[config.mk]
export PLATFORM = sky130hd
export DESIGN_NAME = tsa_top
export DESIGN_NICKNAME = d
export VERILOG_FILES = /design/src/tsa_pkg.sv /design/src/tsa_sync.sv /design/src/tsa_alarm.sv /design/src/tsa_top.sv
export SDC_FILE = /design/constraint.sdc
export NUM_CORES = 1
export LEC_CHECK = 0
export ABC_AREA = 1
export BUFFER_PORTS_ARGS = -buffer_cell sky130_fd_sc_hd__buf_4
export CORE_ASPECT_RATIO = 1.4
export CORE_MARGIN = 10
export CORE_UTILIZATION = 50
export CTS_BUF_LIST = sky130_fd_sc_hd__clkbuf_4
export CTS_CLUSTER_SIZE = 20
export DETAILED_ROUTE_END_ITERATION = 7
export PLACE_DENSITY = 0.78
export SYNTH_ARGS = -nofsm -noshare
export SYNTH_HDL_FRONTEND = slang
export SYNTH_SLANG_ARGS = --single-unit
[constraint.sdc]
create_clock -name core_clk -period 2.9 [get_ports core_clk]
set_input_delay 0.58 -clock core_clk [delete_from_list [all_inputs] [get_ports core_clk]]
set_output_delay 0.58 -clock core_clk [all_outputs]
set_load 0.005 [all_outputs]
[src/tsa_pkg.sv]
// constants, states and field layout of the temperature alarm block
// assumes one core clock of 100 MHz and an asynchronous active-low reset
package tsa_pkg;
  // ****************************************************************
  // register map
  // ****************************************************************
  localparam logic [1:0]  PTR_TEMP = 2'h0;
  localparam logic [1:0]  PTR_CFG  = 2'h1;
  localparam logic [1:0]  PTR_LOW  = 2'h2;
  localparam logic [1:0]  PTR_HIGH = 2'h3;
  localparam logic [15:0] RST_TEMP = 16'h0000;
  localparam logic [7:0]  RST_CFG  = 8'h00;
  localparam logic [15:0] RST_LOW  = 16'h4b00;
  localparam logic [15:0] RST_HIGH = 16'h5000;
  localparam logic [1:0]  RST_PTR  = 2'h0;
  // configuration upper byte fields, lower byte reads as zero
  localparam int CFG_SD  = 0;
  localparam int CFG_INT = 1;
  localparam int CFG_POL = 2;
  localparam int CFG_FT  = 3;
  localparam int CFG_RES = 5;
  localparam int CFG_OS  = 7;
  localparam logic [7:0]  CFG_LSB  = 8'h00;
  localparam logic [15:0] RES_MASK = 16'h007f;
  // ****************************************************************
  // serial bus codes
  // ****************************************************************
  localparam logic [3:0] ADDR_BASE = 4'h9;
  localparam logic [6:0] ARA_ADDR  = 7'h0c;
  localparam logic [6:0] GC_ADDR   = 7'h00;
  localparam logic [7:0] GC_RESET  = 8'h06;
  localparam logic [3:0] BYTE_BITS = 4'h8;
  // ****************************************************************
  // timing and fault queue
  // ****************************************************************
  localparam int CLK_NS   = 10;
  localparam int PULSE_NS = 1000;
  localparam logic [7:0] PULSE_CYC = 8'(PULSE_NS / CLK_NS);
  localparam logic [2:0] FAULT_MAX = 3'h6;
  typedef enum logic [6:0] {
    ST_IDLE = 7'h01,
    ST_ADDR = 7'h02,
    ST_AACK = 7'h04,
    ST_WR   = 7'h08,
    ST_WACK = 7'h10,
    ST_RD   = 7'h20,
    ST_RACK = 7'h40
  } tsa_state_type;
endpackage : tsa_pkg

[src/tsa_sync.sv]
// two-stage synchroniser, one stage pair per bit
// assumes inputs are asynchronous to core_clk
`timescale 1ns/10ps
`default_nettype none
module tsa_sync #(
  parameter int W = 1
) (
  // clock and reset
  input  wire logic         core_clk,
  input  wire logic         rstn,
  // data
  input  wire logic [W-1:0] async_in,
  output var  logic [W-1:0] sync_out
);
  // ****************************************************************
  // per-bit flop pairs, first stage feeds only the second
  // ****************************************************************
  genvar gi;
  for (gi = 0; gi < W; gi++) begin : g_bit
    logic meta_q;
    logic sync_q;
    always_ff @(posedge core_clk or negedge rstn) begin
      if (!rstn) begin
        meta_q <= 1'b1;
        sync_q <= 1'b1;
      end else begin
        meta_q <= async_in[gi];
        sync_q <= meta_q;
      end
    end
    assign sync_out[gi] = sync_q;
  end
endmodule : tsa_sync
`default_nettype wire

[src/tsa_alarm.sv]
// fault queue and alarm state for comparator and interrupt modes
// assumes conversion and control pulses arrive on core_clk
`timescale 1ns/10ps
`default_nettype none
module tsa_alarm (
  // clock and reset
  input  wire logic                core_clk,
  input  wire logic                rstn,
  // conversion result
  input  wire logic                conv,
  input  wire logic                conv_os,
  input  wire logic [15:0]         temp,
  // limits and settings
  input  wire logic [15:0]         lo,
  input  wire logic [15:0]         hi,
  input  wire logic [1:0]          ft,
  input  wire logic                int_mode,
  input  wire logic                sd,
  // clear events
  input  wire logic                clear,
  input  wire logic                gc,
  // alarm, active high
  output var  logic                alarm_o
);
  import tsa_pkg::*;
  logic [2:0] cnt_q, cnt_d, depth;
  logic       kind_q, kind_d, valid_q, valid_d;
  logic       alarm_q, alarm_d, exp_q, exp_d, sd_q;
  logic [7:0] pcnt_q, pcnt_d;
  logic       hi_f, lo_f, sd_in, sd_out, ev, ev_kind, fire;
  // ****************************************************************
  // compare and queue
  // ****************************************************************
  // signed compare so negative limits behave
  assign hi_f   = $signed(temp) >= $signed(hi);
  assign lo_f   = $signed(temp) < $signed(lo);
  assign sd_in  = sd & ~sd_q;
  assign sd_out = ~sd & sd_q;
  always_comb begin
    unique case (ft)
      2'h0: depth = 3'h1;
      2'h1: depth = 3'h2;
      2'h2: depth = 3'h4;
      2'h3: depth = FAULT_MAX;
    endcase
  end
  // next state; a set wins in a clear or sd_in cycle, but gc clears over it
  always_comb begin
    cnt_d   = cnt_q;
    kind_d  = kind_q;
    valid_d = valid_q;
    alarm_d = alarm_q;
    exp_d   = exp_q;
    pcnt_d  = (pcnt_q != 8'h00) ? pcnt_q - 8'h01 : 8'h00;
    fire    = 1'b0;
    if (conv) begin
      if (!hi_f && !lo_f) begin
        cnt_d   = 3'h0;
        valid_d = 1'b0;
      end else begin
        kind_d = hi_f;
        if (kind_q != hi_f || cnt_q == 3'h0)
          cnt_d = 3'h1;
        else if (cnt_q < FAULT_MAX)
          cnt_d = cnt_q + 3'h1;
        valid_d = cnt_d >= depth;
      end
    end
    // shutdown never touches the queue
    ev      = (conv && valid_d) || (sd_out && valid_q);
    ev_kind = conv ? kind_d : kind_q;
    if (int_mode && (clear || sd_in))
      alarm_d = 1'b0;
    if (!int_mode) begin
      if (conv && valid_d)
        alarm_d = kind_d;
    end else if (ev && ev_kind != exp_q) begin
      fire  = 1'b1;
      exp_d = ~exp_q;
      if (conv && conv_os)
        pcnt_d = PULSE_CYC;
      else
        alarm_d = 1'b1;
    end
    if (gc) begin
      alarm_d = 1'b0;
      exp_d   = 1'b0;
      cnt_d   = 3'h0;
      valid_d = 1'b0;
      pcnt_d  = 8'h00;
    end
  end
  always_ff @(posedge core_clk or negedge rstn) begin
    if (!rstn) begin
      cnt_q   <= 3'h0;
      kind_q  <= 1'b0;
      valid_q <= 1'b0;
      alarm_q <= 1'b0;
      exp_q   <= 1'b0;
      sd_q    <= 1'b0;
      pcnt_q  <= 8'h00;
    end else begin
      cnt_q   <= cnt_d;
      kind_q  <= kind_d;
      valid_q <= valid_d;
      alarm_q <= alarm_d;
      exp_q   <= exp_d;
      sd_q    <= sd;
      pcnt_q  <= pcnt_d;
    end
  end
  assign alarm_o = alarm_q | (pcnt_q != 8'h00);
  // ****************************************************************
  // checks
  // ****************************************************************
  property p_hold;
    @(posedge core_clk) disable iff (!rstn)
    (alarm_q && int_mode && !clear && !sd_in && !gc) |=> alarm_q;
  endproperty
  a_hold: assert property (p_hold)
    else $error("latched alarm dropped without a clear");
  property p_sd_clear;
    @(posedge core_clk) disable iff (!rstn)
    (sd_in && int_mode && !fire) |=> !alarm_q;
  endproperty
  a_sd_clear: assert property (p_sd_clear)
    else $error("shutdown did not clear interrupt alarm");
  property p_gc;
    @(posedge core_clk) disable iff (!rstn)
    gc |=> (!alarm_q && !exp_q && cnt_q == 3'h0);
  endproperty
  a_gc: assert property (p_gc)
    else $error("general call reset left alarm state");
  property p_cmp_stable;
    @(posedge core_clk) disable iff (!rstn)
    (!int_mode && !conv && !gc) |=> $stable(alarm_q);
  endproperty
  a_cmp_stable: assert property (p_cmp_stable)
    else $error("comparator alarm moved without a conversion");
  property p_inrange;
    @(posedge core_clk) disable iff (!rstn)
    (conv && !hi_f && !lo_f && !gc) |=> (cnt_q == 3'h0 && !valid_q);
  endproperty
  a_inrange: assert property (p_inrange)
    else $error("in-range result kept fault count");
  property p_keep_cnt;
    @(posedge core_clk) disable iff (!rstn)
    (!conv && !gc) |=> $stable(cnt_q);
  endproperty
  a_keep_cnt: assert property (p_keep_cnt)
    else $error("fault count changed without a conversion");
  property p_pulse;
    @(posedge core_clk) disable iff (!rstn)
    (fire && conv_os && conv && !gc) |=> alarm_o [*8];
  endproperty
  a_pulse: assert property (p_pulse)
    else $error("one-shot alarm pulse too short");
  property p_alt;
    @(posedge core_clk) disable iff (!rstn)
    (fire && !gc) |=> (exp_q != $past(exp_q));
  endproperty
  a_alt: assert property (p_alt)
    else $error("alarm event order did not alternate");
endmodule : tsa_alarm
`default_nettype wire

[src/tsa_top.sv]
// two-wire register slave, conversion control and alarm pin
// assumes scl, sda and address straps are asynchronous pins
// assumes the converter runs on core_clk and pulses conv_done
`timescale 1ns/10ps
`default_nettype none
module tsa_top (
  // clock and reset
  input  wire logic         core_clk,
  input  wire logic         rstn,
  // two-wire bus pins
  input  wire logic         scl_in,
  input  wire logic         sda_in,
  output var  logic         sda_out,
  output var  logic         sda_oe,
  input  wire logic [2:0]   addr_pins,
  // converter
  output var  logic         conv_start,
  input  wire logic         conv_done,
  input  wire logic [15:0]  conv_result,
  // alarm pin
  output var  logic         alarm_pin
);
  import tsa_pkg::*;
  // ****************************************************************
  // pin synchronisers and edge detect
  // ****************************************************************
  logic [4:0] pins_s;
  logic       scl_s, sda_s, scl_p, sda_p;
  logic       scl_rise, scl_fall, start_c, stop_c;
  logic [2:0] addr_s;
  tsa_sync #(.W(5)) u_sync (
    .core_clk (core_clk),
    .rstn     (rstn),
    .async_in ({addr_pins, sda_in, scl_in}),
    .sync_out (pins_s)
  );
  assign scl_s  = pins_s[0];
  assign sda_s  = pins_s[1];
  assign addr_s = pins_s[4:2];
  // previous levels read the second stage only
  always_ff @(posedge core_clk or negedge rstn) begin
    if (!rstn) begin
      scl_p <= 1'b1;
      sda_p <= 1'b1;
    end else begin
      scl_p <= scl_s;
      sda_p <= sda_s;
    end
  end
  assign scl_rise = scl_s & ~scl_p;
  assign scl_fall = ~scl_s & scl_p;
  assign start_c  = scl_s & scl_p & sda_p & ~sda_s;
  assign stop_c   = scl_s & scl_p & ~sda_p & sda_s;
  // ****************************************************************
  // state
  // ****************************************************************
  tsa_state_type st_q, st_d;
  logic [3:0]  cnt_q, cnt_d;
  logic [7:0]  sh_q, sh_d, msb_q, msb_d;
  logic [1:0]  wb_q, wb_d, ptr_q, ptr_d;
  logic        rw_q, rw_d, ara_q, ara_d, gcm_q, gcm_d;
  logic        fresh_q, fresh_d, lsb_q, lsb_d, oe_q, oe_d;
  logic [7:0]  cfg_q, cfg_d;
  logic [15:0] lo_q, lo_d, hi_q, hi_d, temp_q, temp_d;
  logic        busy_q, busy_d, os_q, os_d, start_q, start_d;
  logic        pin_q, rd_clr, gc_p, alarm, ackw;
  logic [6:0]  own;
  logic [7:0]  rd_byte;
  logic [15:0] rd_word, res_mask;
  assign own = {ADDR_BASE, addr_s};
  // register picked by the pointer, reserved lsb reads zero
  always_comb begin
    unique case (ptr_q)
      PTR_TEMP: rd_word = temp_q;
      PTR_CFG:  rd_word = {cfg_q, CFG_LSB};
      PTR_LOW:  rd_word = lo_q;
      PTR_HIGH: rd_word = hi_q;
    endcase
  end
  assign rd_byte = lsb_q ? rd_word[7:0] : rd_word[15:8];
  // ****************************************************************
  // bus engine
  // ****************************************************************
  always_comb begin
    st_d    = st_q;
    cnt_d   = cnt_q;
    sh_d    = sh_q;
    msb_d   = msb_q;
    wb_d    = wb_q;
    ptr_d   = ptr_q;
    rw_d    = rw_q;
    ara_d   = ara_q;
    gcm_d   = gcm_q;
    fresh_d = fresh_q;
    lsb_d   = lsb_q;
    oe_d    = oe_q;
    cfg_d   = cfg_q;
    lo_d    = lo_q;
    hi_d    = hi_q;
    rd_clr  = 1'b0;
    gc_p    = 1'b0;
    ackw    = 1'b1;
    // one-shot bit falls once done; a host write this cycle wins
    if (conv_done && os_q)
      cfg_d[CFG_OS] = 1'b0;
    if (start_c) begin
      st_d    = ST_ADDR;
      cnt_d   = 4'h0;
      oe_d    = 1'b0;
      fresh_d = 1'b0;
    end else if (stop_c) begin
      st_d    = ST_IDLE;
      oe_d    = 1'b0;
      fresh_d = 1'b0;
    end else begin
      unique case (st_q)
        ST_IDLE: ;
        ST_ADDR: begin
          if (scl_rise) begin
            sh_d  = {sh_q[6:0], sda_s};
            cnt_d = cnt_q + 4'h1;
          end else if (scl_fall && cnt_q == BYTE_BITS) begin
            rw_d  = sh_q[0];
            ara_d = sh_q == {ARA_ADDR, 1'b1} && alarm;
            gcm_d = sh_q == {GC_ADDR, 1'b0};
            if (sh_q[7:1] == own || ara_d || gcm_d) begin
              st_d = ST_AACK;
              oe_d = 1'b1;
            end else begin
              st_d = ST_IDLE;
            end
          end
        end
        ST_AACK: begin
          if (scl_fall) begin
            cnt_d = 4'h0;
            if (rw_q) begin
              // any read or alert response clears a latch
              rd_clr = 1'b1;
              st_d   = ST_RD;
              sh_d   = ara_q ? {own, 1'b0} : rd_word[15:8];
              lsb_d  = 1'b1;
              oe_d   = ~sh_d[7];
            end else begin
              st_d = ST_WR;
              oe_d = 1'b0;
              wb_d = 2'h0;
            end
          end
        end
        ST_RD: begin
          if (scl_rise) begin
            cnt_d = cnt_q + 4'h1;
          end else if (scl_fall) begin
            if (cnt_q == BYTE_BITS) begin
              st_d = ST_RACK;
              oe_d = 1'b0;
            end else begin
              sh_d = {sh_q[6:0], 1'b0};
              oe_d = ~sh_q[6];
            end
          end
        end
        ST_RACK: begin
          if (scl_rise && sda_s) begin
            st_d = ST_IDLE; // master nack ends the read
          end else if (scl_fall) begin
            // pointer kept, so reads repeat the same register
            cnt_d = 4'h0;
            st_d  = ST_RD;
            sh_d  = ara_q ? {own, 1'b0} : rd_byte;
            lsb_d = ~lsb_q;
            oe_d  = ~sh_d[7];
          end
        end
        ST_WR: begin
          if (scl_rise) begin
            sh_d  = {sh_q[6:0], sda_s};
            cnt_d = cnt_q + 4'h1;
          end else if (scl_fall && cnt_q == BYTE_BITS) begin
            if (gcm_q) begin
              gc_p = sh_q == GC_RESET;
            end else if (wb_q == 2'h0) begin
              // reserved pointer bits must be zero
              if (sh_q[7:2] == 6'h00) begin
                ptr_d   = sh_q[1:0];
                fresh_d = 1'b1;
              end
            end else if (fresh_q && ptr_q == PTR_TEMP) begin
              ackw = 1'b0; // read-only target
            end else if (fresh_q && wb_q == 2'h1) begin
              msb_d = sh_q;
              if (ptr_q == PTR_CFG)
                cfg_d = sh_q;
            end else if (fresh_q && wb_q == 2'h2) begin
              if (ptr_q == PTR_LOW)
                lo_d = {msb_q, sh_q};
              else if (ptr_q == PTR_HIGH)
                hi_d = {msb_q, sh_q};
            end
            st_d = ST_WACK;
            oe_d = ackw;
          end
        end
        ST_WACK: begin
          if (scl_fall) begin
            st_d  = ST_WR;
            oe_d  = 1'b0;
            cnt_d = 4'h0;
            if (wb_q != 2'h3)
              wb_d = wb_q + 2'h1;
          end
        end
        default: st_d = ST_IDLE;
      endcase
    end
    if (gc_p) begin
      cfg_d = RST_CFG;
    end
  end
  always_ff @(posedge core_clk or negedge rstn) begin
    if (!rstn) begin
      st_q    <= ST_IDLE;
      cnt_q   <= 4'h0;
      sh_q    <= 8'h00;
      msb_q   <= 8'h00;
      wb_q    <= 2'h0;
      ptr_q   <= RST_PTR;
      rw_q    <= 1'b0;
      ara_q   <= 1'b0;
      gcm_q   <= 1'b0;
      fresh_q <= 1'b0;
      lsb_q   <= 1'b0;
      oe_q    <= 1'b0;
      cfg_q   <= RST_CFG;
      lo_q    <= RST_LOW;
      hi_q    <= RST_HIGH;
    end else begin
      st_q    <= st_d;
      cnt_q   <= cnt_d;
      sh_q    <= sh_d;
      msb_q   <= msb_d;
      wb_q    <= wb_d;
      ptr_q   <= ptr_d;
      rw_q    <= rw_d;
      ara_q   <= ara_d;
      gcm_q   <= gcm_d;
      fresh_q <= fresh_d;
      lsb_q   <= lsb_d;
      oe_q    <= oe_d;
      cfg_q   <= cfg_d;
      lo_q    <= lo_d;
      hi_q    <= hi_d;
    end
  end
  // ****************************************************************
  // conversion control
  // ****************************************************************
  assign res_mask = ~(RES_MASK >> cfg_q[CFG_RES +: 2]);
  // shutdown allows only one pending one-shot conversion
  always_comb begin
    busy_d  = busy_q;
    os_d    = os_q;
    start_d = 1'b0;
    temp_d  = temp_q;
    if (conv_done) begin
      busy_d = 1'b0;
      os_d   = 1'b0;
      // a read in progress keeps showing the old value
      if (!((st_q == ST_RD || st_q == ST_RACK) && ptr_q == PTR_TEMP
            && !ara_q))
        temp_d = conv_result & res_mask;
    end else if (!busy_q && !start_q) begin
      if (!cfg_q[CFG_SD]) begin
        start_d = 1'b1;
        busy_d  = 1'b1;
      end else if (cfg_q[CFG_OS]) begin
        start_d = 1'b1;
        busy_d  = 1'b1;
        os_d    = 1'b1;
      end
    end
  end
  always_ff @(posedge core_clk or negedge rstn) begin
    if (!rstn) begin
      busy_q  <= 1'b0;
      os_q    <= 1'b0;
      start_q <= 1'b0;
      temp_q  <= RST_TEMP;
    end else begin
      busy_q  <= busy_d;
      os_q    <= os_d;
      start_q <= start_d;
      temp_q  <= temp_d;
    end
  end
  // ****************************************************************
  // alarm and pins
  // ****************************************************************
  tsa_alarm u_alarm (
    .core_clk (core_clk),
    .rstn     (rstn),
    .conv     (conv_done),
    .conv_os  (os_q),
    .temp     (conv_result & res_mask),
    .lo       (lo_q),
    .hi       (hi_q),
    .ft       (cfg_q[CFG_FT +: 2]),
    .int_mode (cfg_q[CFG_INT]),
    .sd       (cfg_q[CFG_SD]),
    .clear    (rd_clr),
    .gc       (gc_p),
    .alarm_o  (alarm)
  );
  // pin idles high since polarity resets to active low
  always_ff @(posedge core_clk or negedge rstn) begin
    if (!rstn)
      pin_q <= 1'b1;
    else
      pin_q <= cfg_q[CFG_POL] ? alarm : ~alarm;
  end
  assign alarm_pin  = pin_q;
  assign sda_oe     = oe_q;
  assign conv_start = start_q;
  // open-drain data pin only ever pulls low
  always_ff @(posedge core_clk or negedge rstn) begin
    if (!rstn)
      sda_out <= 1'b0;
    else
      sda_out <= 1'b0;
  end
  // ****************************************************************
  // checks
  // ****************************************************************
  property p_bad_ptr;
    @(posedge core_clk) disable iff (!rstn)
    (st_q == ST_WR && scl_fall && cnt_q == BYTE_BITS && !start_c
     && !stop_c && !gcm_q && wb_q == 2'h0 && sh_q[7:2] != 6'h00)
    |=> ($stable(ptr_q) && oe_q);
  endproperty
  a_bad_ptr: assert property (p_bad_ptr)
    else $error("bad pointer changed state or was not acked");
  property p_sd_noconv;
    @(posedge core_clk) disable iff (!rstn)
    (cfg_q[CFG_SD] && !cfg_q[CFG_OS]) |=> !start_q;
  endproperty
  a_sd_noconv: assert property (p_sd_noconv)
    else $error("conversion started during shutdown");
endmodule : tsa_top
`default_nettype wire

# Word level (Yosys, flattened, before mapping)
# Index checks and enable logic that the tools add are counted.
# totals
ff_bits	125
inputBits	24
output_inout_bits	4
wordCells	348
# classes
add_sub_neg	4
order_cmp	4
n_eq_ne	59
shifts	1
mux	135
n_bitwise	33
n_reduce_logical	72
# op_table
op	count
$mux 8	27
$mux 7	13
$mux 1	69
$pmux 16 s4	1
$pmux 7 s7	1
$ne 4x4->1 const B	12
$reduce_and 11->1	3
$pmux 8 s4	1
$ne 2x2->1 const B	14
$mux 3	8
$reduce_and 12->1	2
$reduce_bool 2->1	12
$not 1->1	21
$mux 4	5
$and 16x16->16	1
$ge 16x16->1	1
$lt 16x16->1	1
$not 16->16	1
$reduce_bool 8->1	2
$shr 7x2->16 const A	1
$logic_and 1x1->1	15
$reduce_and 7->1	2
$pmux 3 s4	1
$pmux 4 s3	1
50 further kinds	93

# Longest topological paths before layout
# logic_depth
depth_word	18
mapped_depth	25
ltp_nobuf	25

# Modules after synthesis
# From an unflattened synthesis, not the netlist that was laid out.
# hier_totals
cells_unflattened	964
area_unflattened_um2	7418.4
# by_module_without_submodules
mod	n_inst	cells_each	area_per_inst_um2	seq_area_each_um2
tsa_top	1	679	5175.0	2389.8
tsa_alarm	1	270	1943.1	400.4
tsa_sync	1	15	300.3	262.8

# Worst setup path before layout
# OpenSTA, ideal clock, no wires.
# synth_timing
path_kind	input-to-reg
start	in conv_result[6]
end	reg u_alarm.pcnt_q[2]
setup_ns	0.122
arrival_ns	3.002
t_required_ns	2.778
slack_ns	-0.224
cell_stages	23
n_path_buf	0
cell_sequence	o21a_1 -> ha_1 -> nand2_1 -> nor2_1 -> nand3_1 -> nand2_1 -> nand2_1 -> nand2_1 -> nand2_1 -> nand2_1 -> inv_1 -> or2_2 -> nand3_1 -> nor2_1 -> ha_1 -> a21oi_1 -> o211ai_1 -> nand2_1 -> inv_1 -> a21boi_0 -> nor2_2 -> nand4_1 -> nand2_1
# synth_between
elab_chain_cells	16
elab_cells_between_ends	24
# synth_rtl
element	line	source
start: declaration	tsa_top.sv:19	input wire logic [15:0] conv_result,
$and 16x16->16 (*)	tsa_top.sv:305	.temp (conv_result & res_mask),
$ge 16x16->1	tsa_alarm.sv:35	assign hi_f = $signed(temp) >= $signed(hi);
$ne 1x1->1	tsa_alarm.sv:62	if (kind_q != hi_f || cnt_q == 3'h0)
$logic_or 1x1->1	tsa_alarm.sv:62	
$mux 3	tsa_alarm.sv:62	
$mux 3	tsa_alarm.sv:57	if (!hi_f && !lo_f) begin
$mux 3	tsa_alarm.sv:56	if (conv) begin
$ge 3x3->1	tsa_alarm.sv:66	valid_d = cnt_d >= depth;
$mux 1	tsa_alarm.sv:57	
$mux 1	tsa_alarm.sv:56	
$logic_and 1x1->1	tsa_alarm.sv:70	ev = (conv && valid_d) || (sd_out && valid_q);
$logic_or 1x1->1	tsa_alarm.sv:70	
$logic_and 1x1->1 (*)	tsa_alarm.sv:77	end else if (ev && ev_kind != exp_q) begin
$mux 8 (*)	tsa_alarm.sv:77	
$mux 8 (*)	tsa_alarm.sv:74	if (!int_mode) begin
$mux 8 (*)	tsa_alarm.sv:85	if (gc) begin
via u_alarm.pcnt_d[2]	tsa_alarm.sv:29	logic [7:0] pcnt_q, pcnt_d;
end signal: assignment	tsa_alarm.sv:109	pcnt_q <= pcnt_d;
end: declaration	tsa_alarm.sv:29	
# Mark *: on every way through the listed nets, which the timed path passes. The rest lies on a longest branch. The select of a mux whose other input is x is not followed.
# A chain may end at the register's enable or synchronous reset.

# Worst setup path after layout
# layout_timing
start	reg cfg_q[6]
end	reg u_alarm.alarm_q
# layout_between
elab_chain_cells	18
elab_cells_between_ends	27
# layout_rtl
element	line	source
start: declaration	tsa_top.sv:63	logic [7:0] cfg_q, cfg_d;
start signal: assignment	tsa_top.sv:251	cfg_q <= cfg_d;
$shr 7x2->16 (*)	tsa_top.sv:259	assign res_mask = ~(RES_MASK >> cfg_q[CFG_RES +: 2]);
$not 16->16 (*)	tsa_top.sv:259	
$and 16x16->16 (*)	tsa_top.sv:305	
via u_alarm.temp[6]	tsa_alarm.sv:12	input wire logic [15:0] temp,
$ge 16x16->1	tsa_alarm.sv:35	
$ne 1x1->1	tsa_alarm.sv:62	
$logic_or 1x1->1	tsa_alarm.sv:62	
$mux 3	tsa_alarm.sv:62	
(+4 left out)	--	
$mux 1	tsa_alarm.sv:56	
$logic_and 1x1->1	tsa_alarm.sv:70, tsa_alarm.sv:75	
$logic_or 1x1->1	tsa_alarm.sv:70	
$logic_and 1x1->1	tsa_alarm.sv:77	
$mux 1	tsa_alarm.sv:77	
$mux 1 (*)	tsa_alarm.sv:74	
$mux 1 (*)	tsa_alarm.sv:85	
via u_alarm.alarm_d	tsa_alarm.sv:28	logic alarm_q, alarm_d, exp_q, exp_d, sd_q;
end signal: assignment	tsa_alarm.sv:106	alarm_q <= alarm_d;
end: declaration	tsa_alarm.sv:28	
# Marks and branches as above.

==> results.ini <==
[status]
run_status=finished, violations left
violations=setup timing

[pwr]
vdd_drop_max_uv=465
powerDensity_mw_per_mm2=567
total_leakage_power_nw=3.71

[synth]
seq_area_frac_synth_pct=44.1
synth-main-ff-cell=sky130_fd_sc_hd__dfrtp_1
postSynthRegisterBits=121
async_s_r_ff_share_synth_pct=100
synth_cell_types=59
syn_inst=841
number_of_synthesis_warnings=0
syn-num-nets=902
avgSynthCellArea_um2=8.23
post_synth_design_cell_area_mm2=0.00692
synth_enable_flop_cells=0

[min_path]
hp-class=primary input to register

[run]
drv.max_cap_violation_count=0

[detailed_routing]
drt-total-wl_um=17600
dr.pass1.iters=6
dr.first_iter.drc_count=470
route.detailed.wl_per_inst_um=16.0
avgViaCountPerCell=5.49
route.vias.total=6028
final_antenna_net_count=0
drc=0

[sta]
fmax_mhz=314
finalClockSkew_ns=0.0153
layout_worst_path_cycle_share_pct=110
slew_worst_pin_ns=0.868
hold_violations=0
postLayoutSetupSlackWorst_ns=-0.289
relSlewSlack_pct=42.0
finalHoldWorstSlack_ns=0.148
finalSetupViolations=11
setup_repair_after_global_routing_missed_its_margin=yes
min_period_ns=3.19
slew_violations=0

[placement]
detailed_place_hpwl_um=13200
placed_cells=1061
numPortBuffers=22
place_congestion=0.948
preCtsSetupSlack_ns=-0.487
detailed_place.area_mm2=0.00750

[global_routing]
grt_first_pass_wirelength_um=29000
antenna_violations_before_repair=1
grt_usage_pct=18.7
globalRouteMet3Util_pct=3.01
grtUsageMet2_pct=32.3
first_global_vias=5978
gr_overflow_total=0
grt_start_max_net_pins=59
grt_busiest_layer=met2
grt.met1_usage_pct=20.3

[floorplanning]
die_x_um=119
floorplan.die_area_mm2=0.0190
floorplan.rows=50
die-height_um=159
start_util_pct=51.4
top_ports=28
core_region_area_mm2=0.0135

[cells_and_area]
n_fill_cell=1190
final_design_area_no_fill_mm2=0.00791
layout_overhead_on_the_synthesized_area_pct=14.3
final_layout_size_suffix_gt1_share_pct=20.2
area_of_the_multi_input_gates_mm2=0.00338
final-seq-area_mm2=0.00305
finish.cell_count_without_fillers=1097
final_nets=962

[critical_path]
timing.critical_path.fanout_max=4
cp.required_ns=3.36
slowest_stage=sky130_fd_sc_hd__dfrtp_2
worst-setup-path-type=register to register
worst_setup_path_start_kind=register
crit_path_max_incr_delay_ns=0.46
critPathMostFrequentCell=sky130_fd_sc_hd__nand2_2
critPathArrivalTime_ns=3.65
cp-end-kind=register

[clocking]
htreeDepth=4
cts.root.buffer_cell=sky130_fd_sc_hd__clkbuf_4
numCtsBuffers=17
worst_skew_pair.late_latency_ns=0.54
clock_tree.buffer_depth=2
clk_pin_slew_ns=0.11
cts_tree=yes
tritoncts_num_sinks=121

[kinds of logic after synthesis]
family / Yosys count / synth area share [%]
AND/OR/NAND/NOR: 363 / 25.3
buffers and inverters: 144 / 8.35
other: 1 / 0.0542
adder cells (fa/ha/maj): 37 / 6.69
flip-flops: 121 / 44.1
XOR/XNOR: 11 / 1.39
AO/OA/AOI/OAI: 164 / 14.1
[repair_timing]
| action | in CTS | in global routing |
|---|---|---|
| hold endpoints to repair | 27 | 0 |
| hold buffers | 1 | 0 |
| endpoints found under the setup margin | 11 | 11 |
| setup buffers | 1 | 1 |
| resized for setup | 15 | 9 |
| pin swaps | 13 | 5 |
[cells in the mapped netlist, drive strengths merged, types with 2 or more instances]
cell | instances | area share [%]
xor2 | 4 | 0.51
a31oi | 4 | 0.36
a21oi | 41 | 3.3
dfstp | 20 | 7.6
o21ai | 78 | 5.7
nand4 | 17 | 2.8
buf | 15 | 1.2
nand3b | 2 | 0.22
inv | 122 | 6.7
o32ai | 2 | 0.25
nand3 | 43 | 3.4
nor2 | 65 | 4.8
nor4 | 7 | 1.0
clkinv | 4 | 0.29
ha | 37 | 6.7
nor3 | 12 | 1.0
o22ai | 16 | 1.4
dfrtp | 101 | 37
clkbuf | 3 | 0.16
xnor2 | 7 | 0.89
o211ai | 3 | 0.40
o221ai | 6 | 0.76
o2111ai | 3 | 0.38
a211oi | 2 | 0.22
nand2 | 215 | 12
[report_power, final]
group	internal [mW]	switching (mW)	total (mW)
Sequential	1.86	0.154	2.01
Clock	0.623	0.624	1.25
Combinational	0.399	0.825	1.22
Total	2.88	1.60	4.48
[worst max-delay path: cells and delay by family (launching register included)]
| kind | cells | cell delay, ns |
|---|---|---|
| and+or+nand+nor | 16 | 1.23 |
| DFF | 1 | 0.46 |
| AOI/OAI and AO/OA | 4 | 0.62 |
| adders and majority gates | 2 | 0.50 |
| buffers and inverters | 4 | 0.32 |
[through the flow]
stage | power (mW) | TNS, ns | util, %
global placement | 3.14 | -3.99 | 55.8
detailed placement | 3.18 | -4.82 | 55.8
global route | 4.72 | -5.35 | 58.8
CTS | 4.46 | -2.44 | 58.5
finish | 4.48 | -2.93 | 58.8
floorplan | 2.78 | -0.488 | -
[placed cells by master (no fill, tap or decap), drive strengths merged, types with 2 or more instances in the layout]
master / count
nand2: 215
inv: 122
dfrtp: 101
o21ai: 78
nor2: 65
buf: 58
nand3: 43
a21oi: 41
ha: 37
clkbuf: 21
dfstp: 20
nand4: 17
o22ai: 16
nor3: 12
clkinv: 10
xnor2: 7
nor4: 7
o221ai: 6
xor2: 4
a31oi: 4
o2111ai: 3
bufinv: 3
o211ai: 3
nand3b: 2
o32ai: 2
a211oi: 2
clkinvlp: 2
[path summary, 6_finish.rpt]
kind,endpoint,start,slack (ns),depth (start not counted)
hold / removal,u_sync.g_bit[0].meta_q$_DFF_PN1_,scl_in,0.15,1
hold reg to reg,u_sync.g_bit[1].sync_q$_DFF_PN1_,u_sync.g_bit[1].meta_q$_DFF_PN1_,0.36,0
min in group asynchronous,hi_q[15]$_DFFE_PN0P_,rstn,0.56,2
setup / recovery,u_alarm.alarm_q$_DFF_PN0_,cfg_q[6]$_DFFE_PN0P_,-0.29,26
setup reg to reg,u_alarm.alarm_q$_DFF_PN0_,cfg_q[6]$_DFFE_PN0P_,-0.29,26
max in group asynchronous,st_q[0]$_DFFE_PN1P_,rstn,1.56,3
[registers in the layout, summed over array words and instances (netlist names), 3 cells and up]
signal,flops
cnt_q,4
cfg_q,8
hi_q,16
lo_q,16
u_alarm.cnt_q,3
u_sync.g_bit.sync_q,5
u_alarm.pcnt_q,8
temp_q,12
sh_q,8
u_sync.g_bit.meta_q,5
st_q,7
msb_q,8
[routing by layer]
layer / part of all wire, % / vias to the layer above
met2: 51 / 215
met4: 6.4 / 0
li1: - / 2905
met1: 39 / 2828
met5: 0 / -
met3: 3.8 / 80
[final cells by class]
class | instances | share of cell area (%)
inverter | 126 | 6.11
clock inverter | 11 | 1.66
sequential | 121 | 38.6
tap | 182 | 2.88
clock buffer | 21 | 1.99
timing repair buffer | 59 | 5.89
antenna | 1 | 0.0317
multi-input combinational | 576 | 42.8
Note: power is estimated with default switching activity, not from simulation.
